[config.mk]
export PLATFORM = sky130hd
export DESIGN_NAME = orpc_control
export DESIGN_NICKNAME = d
export VERILOG_FILES = /design/src/orpc_control.v /design/src/orpc_recovery_timer.v
export VERILOG_INCLUDE_DIRS = /design/src
export SDC_FILE = /design/constraint.sdc
export NUM_CORES = 1
export LEC_CHECK = 0
export CORE_ASPECT_RATIO = 0.5
export CORE_MARGIN = 2
export CORE_UTILIZATION = 45
export DETAILED_ROUTE_END_ITERATION = 10
export DONT_BUFFER_PORTS = 1
export HOLD_SLACK_MARGIN = 0.03
export PLACE_DENSITY = 0.6
export SETUP_SLACK_MARGIN = 0.5
export SYNTH_ARGS = -nofsm -noshare
export SYNTH_HDL_FRONTEND = slang
export SYNTH_HIERARCHICAL = 1
export SYNTH_SLANG_ARGS = --single-unit
[constraint.sdc]
create_clock -name clock -period 2.47 [get_ports clock]
set_input_delay 0.247 -clock clock [delete_from_list [all_inputs] [get_ports clock]]
set_output_delay 0.247 -clock clock [all_outputs]
set_load 0.01 [all_outputs]
[src/orpc_defines.vh]
// constants for the recovery and pwm routing control register
`ifndef ORPC_DEFINES_VH
`define ORPC_DEFINES_VH
// ****************************************
// register map
// ****************************************
`define ORPC_ADDR_CTRL 8'h02
`define ORPC_RESET_CTRL 16'h0000
`define ORPC_MASK_EC 16'hE7E5
`define ORPC_MASK_BASE 16'hE5E4
// ****************************************
// field positions
// ****************************************
`define ORPC_BIT_REC1 15
`define ORPC_BIT_REC2 14
`define ORPC_BIT_REC3 13
`define ORPC_BIT_REC4 10
`define ORPC_BIT_RECFB 9
`define ORPC_BIT_INTERNAL_PWM_GENERATOR_ENABLE 8
`define ORPC_BIT_SEL1 7
`define ORPC_BIT_SEL2 6
`define ORPC_BIT_SEL3 5
`define ORPC_BIT_SEL4 2
`define ORPC_BIT_FSR 0
// ****************************************
// dac clamp: 1.5 V / 64 per step, 1.2 V is code 51
// ****************************************
`define ORPC_DAC_CLAMP 6'h33
// ****************************************
// timing
// ****************************************
`define ORPC_CLK_MHZ 250
`define ORPC_SLOW_NS 50000
`define ORPC_FAST_NS 4000
`define ORPC_SLOW_CYC ((`ORPC_SLOW_NS * `ORPC_CLK_MHZ + 999) / 1000)
`define ORPC_FAST_CYC ((`ORPC_FAST_NS * `ORPC_CLK_MHZ + 999) / 1000)
`endif

[src/orpc_control.v]
// recovery and pwm routing control register with output gating
`timescale 1ns/1ps
`include "orpc_defines.vh"
module orpc_control #(
  parameter EC_VARIANT = 1,
  parameter SLOW_CYCLES = `ORPC_SLOW_CYC,
  parameter FAST_CYCLES = `ORPC_FAST_CYC
) (
  // clock and reset
  input wire clock,
  input wire rstn,
  // register port
  input wire [7:0] regAddr,
  input wire regWrEn,
  input wire [15:0] regWrData,
  input wire regRdEn,
  output reg [15:0] regRdData_ff,
  // mode and companion control bits
  input wire activeMode,
  input wire recoveryRateSelect,
  input wire [3:0] halfbridgeEnable,
  input wire mirrorFeedbackEnable,
  input wire [5:0] dacCode,
  // pwm sources
  input wire pwmInputOne,
  input wire pwmInputTwo,
  input wire internalPwmRaw,
  // overcurrent events and flag clears
  input wire [4:0] overcurrentEvent,
  input wire [4:0] overcurrentFlagClear,
  input wire globalFaultClear,
  // outputs
  output reg [3:0] halfbridgeDrive_ff,
  output reg mirrorFeedbackDrive_ff,
  output reg [4:0] perOutputOvercurrentFlag_ff,
  output reg globalFaultSummaryFlag_ff,
  output reg internalPwmGeneratorEnable_ff,
  output reg internalPwmGate_ff,
  output reg pwmInputTwoGate_ff,
  output reg dacFullScaleSelect_ff,
  output reg [5:0] dacCodeOut_ff
);
  localparam [15:0] WR_MASK = (EC_VARIANT != 0) ? `ORPC_MASK_EC : `ORPC_MASK_BASE;

  reg [15:0] ctrl_ff;
  reg [4:0] outputOff_ff;
  reg [15:0] nxt_ctrl;
  reg [4:0] nxt_outputOff;
  reg [4:0] nxt_perOutputOvercurrentFlag;
  reg nxt_globalFaultSummaryFlag;
  reg [3:0] nxt_halfbridgeDrive;
  reg nxt_mirrorFeedbackDrive;
  wire [4:0] recoveryEnable;
  wire [3:0] halfbridgePwmSelect;
  wire [4:0] recoveryDone;
  wire [4:0] timerStart;
  wire clearAll;

  // ****************************************
  // field decode
  // ****************************************
  assign recoveryEnable = {ctrl_ff[`ORPC_BIT_RECFB], ctrl_ff[`ORPC_BIT_REC4],
                           ctrl_ff[`ORPC_BIT_REC3], ctrl_ff[`ORPC_BIT_REC2],
                           ctrl_ff[`ORPC_BIT_REC1]};
  assign halfbridgePwmSelect = {ctrl_ff[`ORPC_BIT_SEL4], ctrl_ff[`ORPC_BIT_SEL3],
                                ctrl_ff[`ORPC_BIT_SEL2], ctrl_ff[`ORPC_BIT_SEL1]};
  assign clearAll = ~activeMode;

  // clamp to the highest code not above 1.2 V when full scale is not selected
  function [5:0] clampCode;
    input [5:0] code;
    input fullScale;
    begin
      if (!fullScale && code > `ORPC_DAC_CLAMP)
        clampCode = `ORPC_DAC_CLAMP;
      else
        clampCode = code;
    end
  endfunction

  // ****************************************
  // register write and read
  // ****************************************
  always @*
  begin
    nxt_ctrl = ctrl_ff;
    if (clearAll)
      nxt_ctrl = `ORPC_RESET_CTRL;
    else if (regWrEn && regAddr == `ORPC_ADDR_CTRL)
      nxt_ctrl = regWrData & WR_MASK;
  end

  always @(posedge clock or negedge rstn)
  begin
    if (!rstn)
    begin
      ctrl_ff <= `ORPC_RESET_CTRL;
      regRdData_ff <= 16'h0000;
    end
    else
    begin
      ctrl_ff <= nxt_ctrl;
      if (regRdEn)
        regRdData_ff <= (regAddr == `ORPC_ADDR_CTRL) ? ctrl_ff : 16'h0000;
    end
  end

  // ****************************************
  // overcurrent shutdown and recovery
  // ****************************************
  assign timerStart = overcurrentEvent & ~{5{clearAll}};

  // a new event reloads the timer of its channel
  genvar ch;
  generate
    for (ch = 0; ch < 5; ch = ch + 1)
    begin : gRecovery
      orpc_recovery_timer #(
        .CW(32),
        .SLOW_CYCLES(SLOW_CYCLES),
        .FAST_CYCLES(FAST_CYCLES)
      ) uTimer (
        .clock(clock),
        .rstn(rstn),
        .clear(clearAll),
        .start(timerStart[ch]),
        .fast(recoveryRateSelect),
        .done_ff(recoveryDone[ch])
      );
    end
  endgenerate

  // event wins over recovery and over clear
  always @*
  begin
    nxt_outputOff = overcurrentEvent
                  | (outputOff_ff & ~(recoveryDone & recoveryEnable));
    nxt_perOutputOvercurrentFlag = overcurrentEvent
                  | (perOutputOvercurrentFlag_ff & ~overcurrentFlagClear);
    nxt_globalFaultSummaryFlag = (|overcurrentEvent)
                  | (globalFaultSummaryFlag_ff & ~globalFaultClear);
  end

  always @(posedge clock or negedge rstn)
  begin
    if (!rstn)
    begin
      outputOff_ff <= 5'h00;
      perOutputOvercurrentFlag_ff <= 5'h00;
      globalFaultSummaryFlag_ff <= 1'b0;
    end
    else if (clearAll)
    begin
      outputOff_ff <= 5'h00;
      perOutputOvercurrentFlag_ff <= 5'h00;
      globalFaultSummaryFlag_ff <= 1'b0;
    end
    else
    begin
      outputOff_ff <= nxt_outputOff;
      perOutputOvercurrentFlag_ff <= nxt_perOutputOvercurrentFlag;
      globalFaultSummaryFlag_ff <= nxt_globalFaultSummaryFlag;
    end
  end

  // ****************************************
  // output gating and pwm routing
  // ****************************************
  always @*
  begin
    // only the first pwm pin gates half-bridges
    nxt_halfbridgeDrive = halfbridgeEnable & ~outputOff_ff[3:0]
                        & (~halfbridgePwmSelect | {4{pwmInputOne}});
    nxt_mirrorFeedbackDrive = mirrorFeedbackEnable & ~outputOff_ff[4];
  end

  always @(posedge clock or negedge rstn)
  begin
    if (!rstn)
    begin
      halfbridgeDrive_ff <= 4'h0;
      mirrorFeedbackDrive_ff <= 1'b0;
      internalPwmGeneratorEnable_ff <= 1'b0;
      internalPwmGate_ff <= 1'b0;
      pwmInputTwoGate_ff <= 1'b0;
      dacFullScaleSelect_ff <= 1'b0;
      dacCodeOut_ff <= 6'h00;
    end
    else if (clearAll)
    begin
      halfbridgeDrive_ff <= 4'h0;
      mirrorFeedbackDrive_ff <= 1'b0;
      internalPwmGeneratorEnable_ff <= 1'b0;
      internalPwmGate_ff <= 1'b0;
      pwmInputTwoGate_ff <= 1'b0;
      dacFullScaleSelect_ff <= 1'b0;
      dacCodeOut_ff <= 6'h00;
    end
    else
    begin
      halfbridgeDrive_ff <= nxt_halfbridgeDrive;
      mirrorFeedbackDrive_ff <= nxt_mirrorFeedbackDrive;
      internalPwmGeneratorEnable_ff <= ctrl_ff[`ORPC_BIT_INTERNAL_PWM_GENERATOR_ENABLE];
      internalPwmGate_ff <= ctrl_ff[`ORPC_BIT_INTERNAL_PWM_GENERATOR_ENABLE] & internalPwmRaw;
      pwmInputTwoGate_ff <= pwmInputTwo;
      dacFullScaleSelect_ff <= ctrl_ff[`ORPC_BIT_FSR];
      dacCodeOut_ff <= clampCode(dacCode, ctrl_ff[`ORPC_BIT_FSR]);
    end
  end
endmodule // orpc_control

[src/orpc_recovery_timer.v]
// recovery delay counter for one output channel
`timescale 1ns/1ps
module orpc_recovery_timer #(
  parameter CW = 16,
  parameter SLOW_CYCLES = 12500,
  parameter FAST_CYCLES = 1000
) (
  // clock and reset
  input wire clock,
  input wire rstn,
  // control
  input wire clear,
  input wire start,
  input wire fast,
  // status
  output reg done_ff
);
  reg [CW-1:0] count_ff;
  reg busy_ff;
  reg [CW-1:0] nxt_count;
  reg nxt_busy;
  reg nxt_done;

  always @*
  begin
    nxt_count = count_ff;
    nxt_busy = busy_ff;
    nxt_done = 1'b0;
    if (clear)
    begin
      nxt_count = {CW{1'b0}};
      nxt_busy = 1'b0;
    end
    else if (start)
    begin
      // delay length latched at the event
      nxt_count = fast ? FAST_CYCLES[CW-1:0] : SLOW_CYCLES[CW-1:0];
      nxt_busy = 1'b1;
    end
    else if (busy_ff)
    begin
      if (count_ff <= {{(CW-1){1'b0}}, 1'b1})
      begin
        nxt_busy = 1'b0;
        nxt_done = 1'b1;
      end
      else
      begin
        nxt_count = count_ff - {{(CW-1){1'b0}}, 1'b1};
      end
    end
  end

  always @(posedge clock or negedge rstn)
  begin
    if (!rstn)
    begin
      count_ff <= {CW{1'b0}};
      busy_ff <= 1'b0;
      done_ff <= 1'b0;
    end
    else
    begin
      count_ff <= nxt_count;
      busy_ff <= nxt_busy;
      done_ff <= nxt_done;
    end
  end
endmodule // orpc_recovery_timer

# --- Word-level counts from Yosys, hierarchy flattened ---
# Index checks and enable logic that the tools add are counted.
totals:
  regBits: 228
  in_bits: 55
  word_cells: 155
op_classes:
  n_addsub: 5
  order_cmp: 6
  n_eq_ne: 12
  muxes: 75
  bitwise: 21
  n_reduce_logical: 9
ops:
  columns: ["operator", "count"]
  rows:
  - ["two-way mux 32 bit", 20]
  - ["<= comparator 32 x 1 -> 1 bit (second input constant)", 5]
  - ["subtractor 32 x 1 -> 32 bit (second input constant)", 5]
  - ["two-way mux 16 bit", 3]
  - ["two-way mux 1 bit", 46]
  - ["bitwise AND 5 bit", 4]
  - ["!= test 3 x 1 -> 1 bit (second input constant)", 5]
  - ["!= test 3 bit (second input constant)", 5]
  - ["NOT 5 bit", 3]
  - ["two-way mux 14 bit", 1]
  - ["two-way mux 6 bit", 2]
  - ["two-way mux 5 bit", 2]
  - ["bitwise OR 5 bit", 2]
  - ["AND reduction 2 bit", 5]
  - ["bitwise AND 4 bit", 2]
  - ["== test 8 x 2 -> 1 bit (second input constant)", 1]
  - ["NOT 4 bit", 2]
  - ["> comparator 6 bit (second input constant)", 1]
  - ["OR reduction 5 bit", 1]
  - ["two-way mux 4 bit", 1]
  - ["bitwise OR 4 bit", 1]
  - ["bitwise AND 1 bit", 3]
  - ["NOT 1 bit", 3]
  - ["logical AND 1 bit", 2]
  - ["other kinds (3)", 3]

# --- Longest topological paths before layout ---
# Gate-level depths: netlist of run 1.
logic_depth:
  ltp_word: 5
  mapped_depth: 8

# --- By module ---
# Netlist of run 1, hierarchy kept.
modules_own_cells:
  columns: ["module", "n_inst", "cells_each", "area_each_um2"]
  rows:
  - ["orpc_recovery_timer (gRecovery[2].uTimer ...)", 3, 205, 1985.7]
  - ["orpc_recovery_timer (gRecovery[0].uTimer ...)", 2, 229, 2088.3]
  - ["orpc_control", 1, 200, 1999.4]

# --- Worst setup path after synthesis of run 1 ---
# Ideal clock, no wire load.
synth_path:
  path_type: "register -> register"
  startpoint: "register gRecovery[0].uTimer.count_ff[24]"
  endpoint: "register gRecovery[0].uTimer.count_ff[5]"
  setup_time_ps: 124
  arrival_time_ps: 2373
  setup_slack_ps: -27
  stages_incl_launch_ff: 8
  period_less_slack_ps: 2497
  path_cell_list: "dfrtp_1 > or4_4 > or4_4 > buf_6 > o41a_1 > buf_6 > and3_1 > o31a_1"
synth_between:
  elab_chain_len: 3
synth_rtl:
  columns: ["element", "line", "rtl"]
  rows:
  - ["start: declaration", "orpc_recovery_timer.v:18", "reg [CW-1:0] count_ff;"]
  - ["start signal: assignment", "orpc_recovery_timer.v:58", "count_ff <= {CW{1'b0}};"]
  - ["start signal: assignment", "orpc_recovery_timer.v:64", "count_ff <= nxt_count;"]
  - ["<= comparator 32 x 1 -> 1 bit", "orpc_recovery_timer.v:42", "if (count_ff <= {{(CW-1){1'b0}}, 1'b1})"]
  - ["!= test 3 bit (no source line)", null, null]
  - ["AND reduction 2 bit (no source line)", null, null]
# Every way passes these cells.
# A chain may end at the register's enable or synchronous reset.

# --- Worst setup path after layout of run 1 ---
layout_path:
  startpoint: "register gRecovery[0].uTimer.count_ff[27]"
  endpoint: "register gRecovery[0].uTimer.count_ff[8]"
# The elaborated chain is that of the path after synthesis.

==> results of run 1 <==
-- placed cells by master (no fill, tap or decap), types with 13 or more instances in the layout --
master         count
a21oi_1           58
a21oi_2           46
a31oi_1           22
and2_1            15
buf_4            155
buf_6             74
clkbuf_16         23
dfrtp_1          200
dfrtp_2           18
dlygate4sd3_1     54
inv_1             50
mux2i_1           24
nand2_1           98
nand4_1           20
nor2_1            66
nor3_1            37
nor3_2            15
nor3_4            13
nor4_1            13
nor4_4            28
o21ai_0           15
o31a_1            24
o31ai_1           28
o31ai_2           18
or2_2             14
or3_1             50
or3_4             18
or4_1             22
or4_4             47
-- kinds of logic after synthesis --
logic type                 Yosys count
and+or+nand+nor                    561
muxes                               24
xor gates and xnor gates            14
AOI/OAI and AO/OA                  329
other                                1
adders and majority gates           10
buffers and inverters              116
DFF                                218
-- per-layer routing --
layer  global-route usage  share of wire
met2               0.4281           0.52
met3              0.03359          0.033
met4              0.06685          0.024
met5                    0              0
met1               0.3082           0.43
-- worst paths after layout --
| check | from | end | slack, ns | depth (start not counted) |
|---|---|---|---|---|
| max | gRecovery[0].uTimer/count_ff[27] | gRecovery[0].uTimer/count_ff[8] | 0.07 | 7 |
| min | rstn | gRecovery[2].uTimer/count_ff[27] | -0.57 | 0 |
| max reg2reg | gRecovery[0].uTimer/count_ff[27] | gRecovery[0].uTimer/count_ff[8] | 0.07 | 7 |
| min reg2reg | outputOff_ff[4] | mirrorFeedbackDrive_ff | 0.53 | 1 |
| max in group asynchronous | rstn | gRecovery[0].uTimer/count_ff[17] | 2.59 | 0 |
| min in group clock | activeMode | perOutputOvercurrentFlag_ff[1] | 0.08 | 2 |
-- layout make-up --
type | count | area [um2]
Clock buffer | 26 | 616.8
Clock inverter | 14 | 200.2
Fill cell | 1913 | 8989
Inverter | 57 | 219.0
Multi-Input combinational cell | 947 | 8005
Sequential cell | 218 | 5478
Tap cell | 352 | 440.4
Timing Repair Buffer | 283 | 2537
-- through the flow --
stage / total power [W] / area (um2) / setup TNS (ns) / utilization
detailed placement: 0.005821 / 12860 / 0 / 0.4856
floorplan: 0.005358 / 12340 / 0 / -
CTS: 0.01042 / 15950 / 0 / 0.6022
global placement: 0.005771 / 12860 / 0 / 0.4856
global route: 0.01146 / 17500 / -0.004551 / 0.6606
finish: 0.01099 / 17500 / 0 / 0.6606
-- power by group through the flow --
stage,Clock (W),Sequential (W),Combinational [W]
6_report,0.00378,0.00396,0.00325
5_1_grt,0.00403,0.00398,0.00346
4_1_cts,0.00386,0.00393,0.00263
3_5_place_dp,0,0.00399,0.00183
3_3_place_gp,0,0.00399,0.00179
2_1_floorplan,0,0.00395,0.00141
-- what timing repair did --
action,CTS,global route
resized for setup,191,260
hold endpoints to repair,299,218
cloned,4,2
buffers inserted,112,50
pin swaps,119,132
setup endpoints to repair,160,167
-- sequential cells by signal, summed over array words and instances (netlist names) --
signal and count:
gRecovery.uTimer/count_ff 160, ctrl_ff 11, regRdData_ff 11, dacCodeOut_ff 6
gRecovery.uTimer/busy_ff 5, gRecovery.uTimer/done_ff 5, outputOff_ff 5, perOutputOvercurrentFlag_ff 5
halfbridgeDrive_ff 4, dacFullScaleSelect_ff 1, globalFaultSummaryFlag_ff 1, internalPwmGate_ff 1
internalPwmGeneratorEnable_ff 1, mirrorFeedbackDrive_ff 1, pwmInputTwoGate_ff 1
-- worst max-delay path, cell delays in order (launching register included) --
cell      delay, ns
dfrtp_1        0.40
or4_4          0.56
or4_4          0.49
o41ai_4        0.32
buf_6          0.19
buf_6          0.10
o41a_1         0.15
a311oi_2       0.06
==> flow_summary.json, run 1 <==
{
  "status": "finished with violations",
  "violations": "hold timing",
  "drc": 0,
  "drive_gt1_frac": 0.4032,
  "dp.cells": 1635,
  "grt_pass1_vias": 11392,
  "min_period_ns": 2.399,
  "clock_path_buffers": 3,
  "p_leak_nw": 7.244,
  "cts_tree": "built",
  "maxSlewHeadroom": 0.4827,
  "setup_violations": 0,
  "dpl.hpwl_mm": 20.09,
  "ys_ff_latch": 218,
  "worst_hold_slack_ns": -0.5739,
  "grt_pass1_wl_mm": 56.92,
  "grt.total_usage": 0.2405,
  "tightest_slew_ns": 0.7734,
  "slew_violations": 0,
  "swShare": 0.3102,
  "fin_ws_ns": 0.07136,
  "drtPass1Iterations": 5,
  "end_kind": "register",
  "fmax_mhz": 416.9,
  "hp-class": "input port to asynchronous set/reset pin",
  "overflow": 0,
  "ant_nets": 0,
  "numCtsBuffers": 22,
  "synth_xor_area_frac": 0.01011,
  "avgSynthCellArea_um2": 9.531,
  "synth_simple_gate_area_share": 0.2742,
  "netlist_area_um2": 12130,
  "cts.sink_count": 218,
  "htreeDepth": 1,
  "ys_types": 62,
  "critPathKind": "register to register",
  "io_pins": 92,
  "critPathLaunchType": "register",
  "die_area_um2": 28370,
  "synth_top_area_frac": 0.4496,
  "via_per_inst": 6.122,
  "die_w_um": 236.2,
  "synth_top_area_cell": "dfrtp_1",
  "clockPowerShare": 0.344,
  "skew_ns": 0.01307,
  "async_flop_share": 1.000,
  "synth_edf_count": 0,
  "n_antenna_cell": 0,
  "maxCapViolCount": 0,
  "die_y_um": 120.1,
  "peakVddDrop_uv": 452.0,
  "crit_fanout": 5,
  "p_comb_frac": 0.296,
  "drt_iter0_drc": 946,
  "wl_per_cell_um": 19.18,
  "power_density_nw_per_um2": 627.9,
  "via_count": 11614,
  "synth.yosys.seq_area_share": 0.4496,
  "synth_cells": 1273,
  "synth_area_leaders": "dfrtp_1 (45%), a21oi_1 (4.3%), or4_1 (3.5%)",
  "nets": 1594,
  "synth_fa_ha_area_frac": 0.01031,
  "initial_utilization": 0.4581,
  "rows": 42,
  "synth_common_cells": "dfrtp_1 (218), a21oi_1 (104), nand2_1 (103)",
  "grt_start_max_net_pins": 219,
  "ys.flop_type": "dfrtp_1",
  "syn_to_final_growth_pct": 44.21,
  "fin_cells": 1897,
  "coreArea_um2": 26490,
  "clock-root-buffer": "clkbuf_16",
  "synth_top_family_by_area": "simple AND/OR/NAND/NOR gates",
  "antenna_found_initial": 1,
  "arrival_ns": 2.79,
  "crit_required_ns": 2.86,
  "io_buffers": 0,
  "cts_hold_buffers": 54,
  "place_congestion": 0.8520,
  "hold_viol_final": 218,
  "seqPwrFrac": 0.360,
  "yosysWarnings": 6,
  "clock_latency_ns": 0.52,
  "post-synth-top-count-cell": "dfrtp_1",
  "rsz0062_at_grt": "yes",
  "switching_power_w": 0.003407,
  "synth-compound-area-share": 0.1863,
  "detailedPlace.worstSlack_ns": 0.01425,
  "path_clk_slew_ns": 0.07,
  "intPower_w": 0.007578,
  "post-route-period-util": 0.9711,
  "wirelength_mm": 36.38,
  "muxShareOfSynthArea": 0.01980
}
Power figures use the tool's default switching activity.
==> inputs of run 2 (changes only) <==
--- a/config.mk
+++ b/config.mk
@@ -12,7 +12,7 @@
 export DETAILED_ROUTE_END_ITERATION = 10
 export DONT_BUFFER_PORTS = 1
 export HOLD_SLACK_MARGIN = 0.03
-export PLACE_DENSITY = 0.6
+export PLACE_DENSITY = 0.58
 export SETUP_SLACK_MARGIN = 0.5
 export SYNTH_ARGS = -nofsm -noshare
 export SYNTH_HDL_FRONTEND = slang
==> constraint.sdc (replaced) <==
create_clock -name clock -period 2.5 [get_ports clock]
set_input_delay 0.25 -clock clock [delete_from_list [all_inputs] [get_ports clock]]
set_output_delay 0.25 -clock clock [all_outputs]
set_load 0.01 [all_outputs]
==> flow_summary.json, run 2 (synthesized netlist as in run 1, its figures left out) <==
{
  "status": "finished with violations",
  "violations": "hold timing",
  "power_density_nw_per_um2": 623.8,
  "mostFrequentLayoutCell": "dfrtp_1",
  "clock-root-buffer": "clkbuf_16",
  "grt.total_usage": 0.2314,
  "critPathSlowestCell": "or4_4",
  "swShare": 0.3115,
  "min_period_ns": 2.449,
  "drc": 0,
  "cpMostUsedCell": "or4_4",
  "wirelength_mm": 34.96,
  "tns_ns": 0,
  "crit_required_ns": 2.90,
  "regMostFlops": "gRecovery.uTimer/count_ff",
  "seqPwrFrac": 0.366,
  "syn_to_final_growth_pct": 40.61,
  "end_kind": "register",
  "drt_iter0_drc": 704,
  "power_w": 0.01064,
  "place_congestion": 0.8191,
  "io_buffers": 0,
  "worst_hold_slack_ns": -0.5892,
  "critPathKind": "register to register",
  "via_per_inst": 6.031,
  "io_pins": 92,
  "arrival_ns": 2.85,
  "fill_cells": 2061,
  "clock_latency_ns": 0.53,
  "path_clk_slew_ns": 0.07,
  "ant_nets": 0,
  "grt_pass1_vias": 10915,
  "grt_pass1_wl_mm": 54.72,
  "rsz0062_at_grt": "yes",
  "finalCoreUtilization": 0.6441,
  "dp.cells": 1629,
  "drtPass1Iterations": 7,
  "maxCapViolCount": 0,
  "clock_path_buffers": 3,
  "die_area_um2": 28370,
  "crit_chain": "or4_4, or4_4, o41a_1, and3_1, o31a_1",
  "post-route-period-util": 0.9795,
  "via_count": 11392,
  "htreeDepth": 1,
  "grt_start_max_net_pins": 219,
  "p_comb_frac": 0.286,
  "tightest_slew_ns": 0.8089,
  "clockPowerShare": 0.347,
  "overflow": 0,
  "peakVddDrop_uv": 455.6,
  "switching_power_w": 0.003315,
  "reg_top3": "gRecovery.uTimer/count_ff: 160 flops, ctrl_ff: 11 flops, regRdData_ff: 11 flops",
  "critPathLaunchType": "register",
  "cts.sink_count": 218,
  "drive_gt1_frac": 0.3702,
  "hold_viol_final": 218,
  "slew_violations": 0,
  "die_w_um": 236.2,
  "fmax_mhz": 408.4,
  "numCtsBuffers": 21,
  "initial_utilization": 0.4581,
  "n_antenna_cell": 0,
  "fin_ws_ns": 0.05120,
  "skew_ns": 0.02412,
  "antenna_found_initial": 0,
  "dpl.hpwl_mm": 19.42,
  "nets": 1587,
  "die_y_um": 120.1,
  "detailedPlace.worstSlack_ns": 0.01269,
  "cts_tree": "built",
  "largest_register_ffs": 160,
  "intPower_w": 0.007327,
  "crit_buf_inv": 0,
  "slowest_delay_ns": 0.56,
  "hp-class": "input port to asynchronous set/reset pin",
  "maxSlewHeadroom": 0.4590,
  "final_cell_mix": "dfrtp_1 (206), buf_4 (166), nand2_1 (95)",
  "cts_hold_buffers": 54,
  "p_leak_nw": 7.151,
  "rows": 42,
  "cp_top_family": "simple AND/OR/NAND/NOR gates",
  "coreArea_um2": 26490,
  "wl_per_cell_um": 18.51,
  "setup_violations": 0,
  "fin_cells": 1889,
  "crit_fanout": 4
}
==> run 2: cell count changes in the layout (fill, tap and decap cells not counted), moves of 7 or more <==
cell / previous run / this run
or4_1: 22 / 29
or4_4: 47 / 40
buf_6: 74 / 56
nor3_4: 13 / 6
buf_4: 155 / 166
==> run 2: final cells by class <==
class | count | area, um2 | area share
sequential | 218 | 5470 | 0.3206
tap | 352 | 440.4 | 0.02582
inverter | 57 | 221.5 | 0.01298
multi-input combinational | 946 | 7677 | 0.4500
timing repair buffer | 278 | 2462 | 0.1443
clock buffer | 22 | 529.3 | 0.03102
clock inverter | 16 | 259.0 | 0.01518
==> run 2: routing by layer <==
metal  vias up  track usage  routed length (um)
li1       5342            -                   -
met1      5756       0.3086               15380
met2       216       0.3936               17320
met3        78      0.03221                1077
met4         0      0.07239                1178
met5         -            0                   0
==> run 2: repair_timing <==
action | in CTS | in global routing
resized for setup | 181 | 200
gates cloned | 3 | 1
setup endpoints to repair | 155 | 161
endpoints found under the hold margin | 299 | 218
setup buffers | 103 | 61
pin swaps | 118 | 119
==> run 2: power by group through the flow <==
stage	combinational, W	clock [W]	sequential [W]
after floorplan	0.00138	0	0.00390
after CTS	0.00248	0.00378	0.00388
after global placement	0.00175	0	0.00394
final	0.00305	0.00370	0.00390
after detailed placement	0.00178	0	0.00394
after global routing	0.00327	0.00391	0.00392
==> run 2: path summary, 6_finish.rpt <==
check | slack [ns] | startpoint | endpoint | cells past startpoint
worst max-delay path | 0.05 | gRecovery[0].uTimer/count_ff[27] | gRecovery[0].uTimer/count_ff[5] | 5
worst min-delay path | -0.59 | rstn | gRecovery[2].uTimer/count_ff[28] | 0
worst max register to register | 0.05 | gRecovery[0].uTimer/count_ff[27] | gRecovery[0].uTimer/count_ff[5] | 5
worst min register to register | 0.45 | outputOff_ff[4] | mirrorFeedbackDrive_ff | 1
max in group asynchronous | 2.58 | rstn | gRecovery[0].uTimer/count_ff[2] | 0
min in group clock | 0.04 | activeMode | ctrl_ff[9] | 3
==> run 2: through the flow <==
step	hold slack (ns)	cell area [um2]
floorplan	-0.04559	12280
global placement	-0.03673	12760
detailed placement	-0.03617	12760
CTS	-0.6044	15660
global route	-0.6121	17060
finish	-0.5892	17060
==> inputs of run 3 (changes only) <==
--- a/config.mk
+++ b/config.mk
@@ -12,6 +12,7 @@
 export DETAILED_ROUTE_END_ITERATION = 10
 export DONT_BUFFER_PORTS = 1
 export HOLD_SLACK_MARGIN = 0.03
+export MAX_ROUTING_LAYER = met4
 export PLACE_DENSITY = 0.58
 export SETUP_SLACK_MARGIN = 0.5
 export SYNTH_ARGS = -nofsm -noshare
==> flow_summary.json, run 3 (synthesized netlist as in run 1, its figures left out) <==
{
  "status": "finished with violations",
  "violations": "hold timing",
  "crit_fanout": 4,
  "die_y_um": 120.1,
  "coreArea_um2": 26490,
  "critPathKind": "register to register",
  "grt_start_max_net_pins": 219,
  "largest_register_ffs": 160,
  "grt.total_usage": 0.2388,
  "clock_path_buffers": 3,
  "cts_hold_buffers": 54,
  "peakVddDrop_uv": 453.4,
  "place_congestion": 0.8313,
  "arrival_ns": 2.85,
  "reg2reg_depth": 5,
  "tightest_slew_ns": 0.8368,
  "wirelength_mm": 34.96,
  "die_w_um": 236.2,
  "io_pins": 92,
  "slew_violations": 0,
  "rrSetupSlack_ns": 0.04,
  "cp_top_family": "simple AND/OR/NAND/NOR gates",
  "via_count": 11403,
  "antenna_found_initial": 0,
  "initial_utilization": 0.4581,
  "r2r-start": "gRecovery[0].uTimer/count_ff[27]",
  "skew_ns": 0.02753,
  "cpMostUsedCell": "or4_4",
  "clock-root-buffer": "clkbuf_16",
  "path_clk_slew_ns": 0.07,
  "crit_buf_inv": 0,
  "maxSlewHeadroom": 0.4403,
  "crit_chain": "or4_4, or4_4, o41a_1, and3_1, o31a_1",
  "fmax_mhz": 407.2,
  "timing.rr.end": "gRecovery[0].uTimer/count_ff[5]",
  "grt_pass1_wl_mm": 54.83,
  "dpl.hpwl_mm": 19.42,
  "hp-class": "input port to asynchronous set/reset pin",
  "final_cell_mix": "dfrtp_1 (208), buf_4 (164), nand2_1 (95)",
  "io_buffers": 0,
  "rows": 42,
  "nets": 1587,
  "end_kind": "register",
  "drc": 0,
  "drive_gt1_frac": 0.3696,
  "cts_tree": "built",
  "n_antenna_cell": 0,
  "min_period_ns": 2.456,
  "wl_per_cell_um": 18.51,
  "hold_viol_final": 218,
  "grt_pass1_vias": 10908,
  "critPathLaunchType": "register",
  "cts.sink_count": 218,
  "maxCapViolCount": 0,
  "ant_nets": 0,
  "tns_ns": 0,
  "slowest_delay_ns": 0.56,
  "post-route-period-util": 0.9823,
  "reg_top3": "gRecovery.uTimer/count_ff: 160 flops, ctrl_ff: 11 flops, regRdData_ff: 11 flops",
  "p_leak_nw": 7.159,
  "via_per_inst": 6.037,
  "regMostFlops": "gRecovery.uTimer/count_ff",
  "critPathSlowestCell": "or4_4",
  "numCtsBuffers": 21,
  "syn_to_final_growth_pct": 40.68,
  "crit_required_ns": 2.90,
  "overflow": 0,
  "power_density_nw_per_um2": 624.0,
  "htreeDepth": 1,
  "worst_hold_slack_ns": -0.5877,
  "drtPass1Iterations": 5,
  "rsz0062_at_grt": "yes",
  "clock_latency_ns": 0.53,
  "power_w": 0.01065,
  "mostFrequentLayoutCell": "dfrtp_1",
  "setup_violations": 0,
  "drt_iter0_drc": 687,
  "die_area_um2": 28370
}
==> run 3: stage by stage <==
| stage | utilization | setup WS [ns] | instances | instance area [um2] | hold WS [ns] |
|---|---|---|---|---|---|
| floorplan | - | 0.03840 | 1277 | 12280 | -0.04559 |
| global placement | 0.4818 | 0.04233 | 1629 | 12760 | -0.03673 |
| detailed placement | 0.4818 | 0.01269 | 1629 | 12760 | -0.03617 |
| CTS | 0.5913 | 0.08393 | 1827 | 15660 | -0.6044 |
| global route | 0.6445 | 0.02322 | 1889 | 17070 | -0.6148 |
| finish | 0.6445 | 0.04429 | 1889 | 17070 | -0.5877 |
==> run 3: layout make-up <==
type | instances | area (um2)
Clock buffer | 22 | 529.3
Clock inverter | 16 | 259.0
Fill cell | 2062 | 9417
Inverter | 57 | 221.5
Multi-Input combinational cell | 946 | 7677
Sequential cell | 218 | 5468
Tap cell | 352 | 440.4
Timing Repair Buffer | 278 | 2474
==> run 3: worst max-delay path by stage <==
stage / slack, ns / cells past startpoint / from / endpoint
final: 0.04 / 5 / gRecovery[0].uTimer/count_ff[27] / gRecovery[0].uTimer/count_ff[5]
after global routing: 0.02 / 5 / gRecovery[0].uTimer/count_ff[27] / gRecovery[0].uTimer/count_ff[5]
after CTS: 0.08 / 5 / gRecovery[0].uTimer/count_ff[27] / gRecovery[0].uTimer/count_ff[5]
after detailed placement: 0.01 / 7 / gRecovery[0].uTimer/count_ff[25] / gRecovery[0].uTimer/count_ff[20]
after global placement: 0.04 / 7 / gRecovery[0].uTimer/count_ff[25] / gRecovery[0].uTimer/count_ff[22]
after floorplan: 0.04 / 7 / gRecovery[0].uTimer/count_ff[25] / gRecovery[0].uTimer/count_ff[5]
==> run 3: report_power, final <==
part / leakage, nW / internal, W / switching (W)
registers: 2.95 / 0.00369 / 0.000213
clock network: 0.370 / 0.00219 / 0.00151
logic: 3.84 / 0.00146 / 0.00159
==> run 3: timing repair <==
item	4_1_cts	5_1_grt
hold endpoints to repair	299	218
cloned	3	1
pin swaps	118	118
setup buffers	103	61
endpoints found under the setup margin	155	161
gates resized for setup	181	203
==> run 3: worst reg2reg max path, stage by stage, from the launching register on <==
cell     delay [ns]
dfrtp_1        0.39
or4_4          0.56
or4_4          0.48
o41a_1         0.43
and3_1         0.21
o31a_1         0.27
==> run 3: metal layers <==
layer	part of all wire	track usage	routed length (um)	vias to the layer above
li1	-	-	-	5343
met1	0.43	0.3115	15210	5745
met2	0.50	0.3920	17390	233
met3	0.035	0.03221	1227	82
met4	0.033	0.07239	1137	0
met5	0	-	0	-
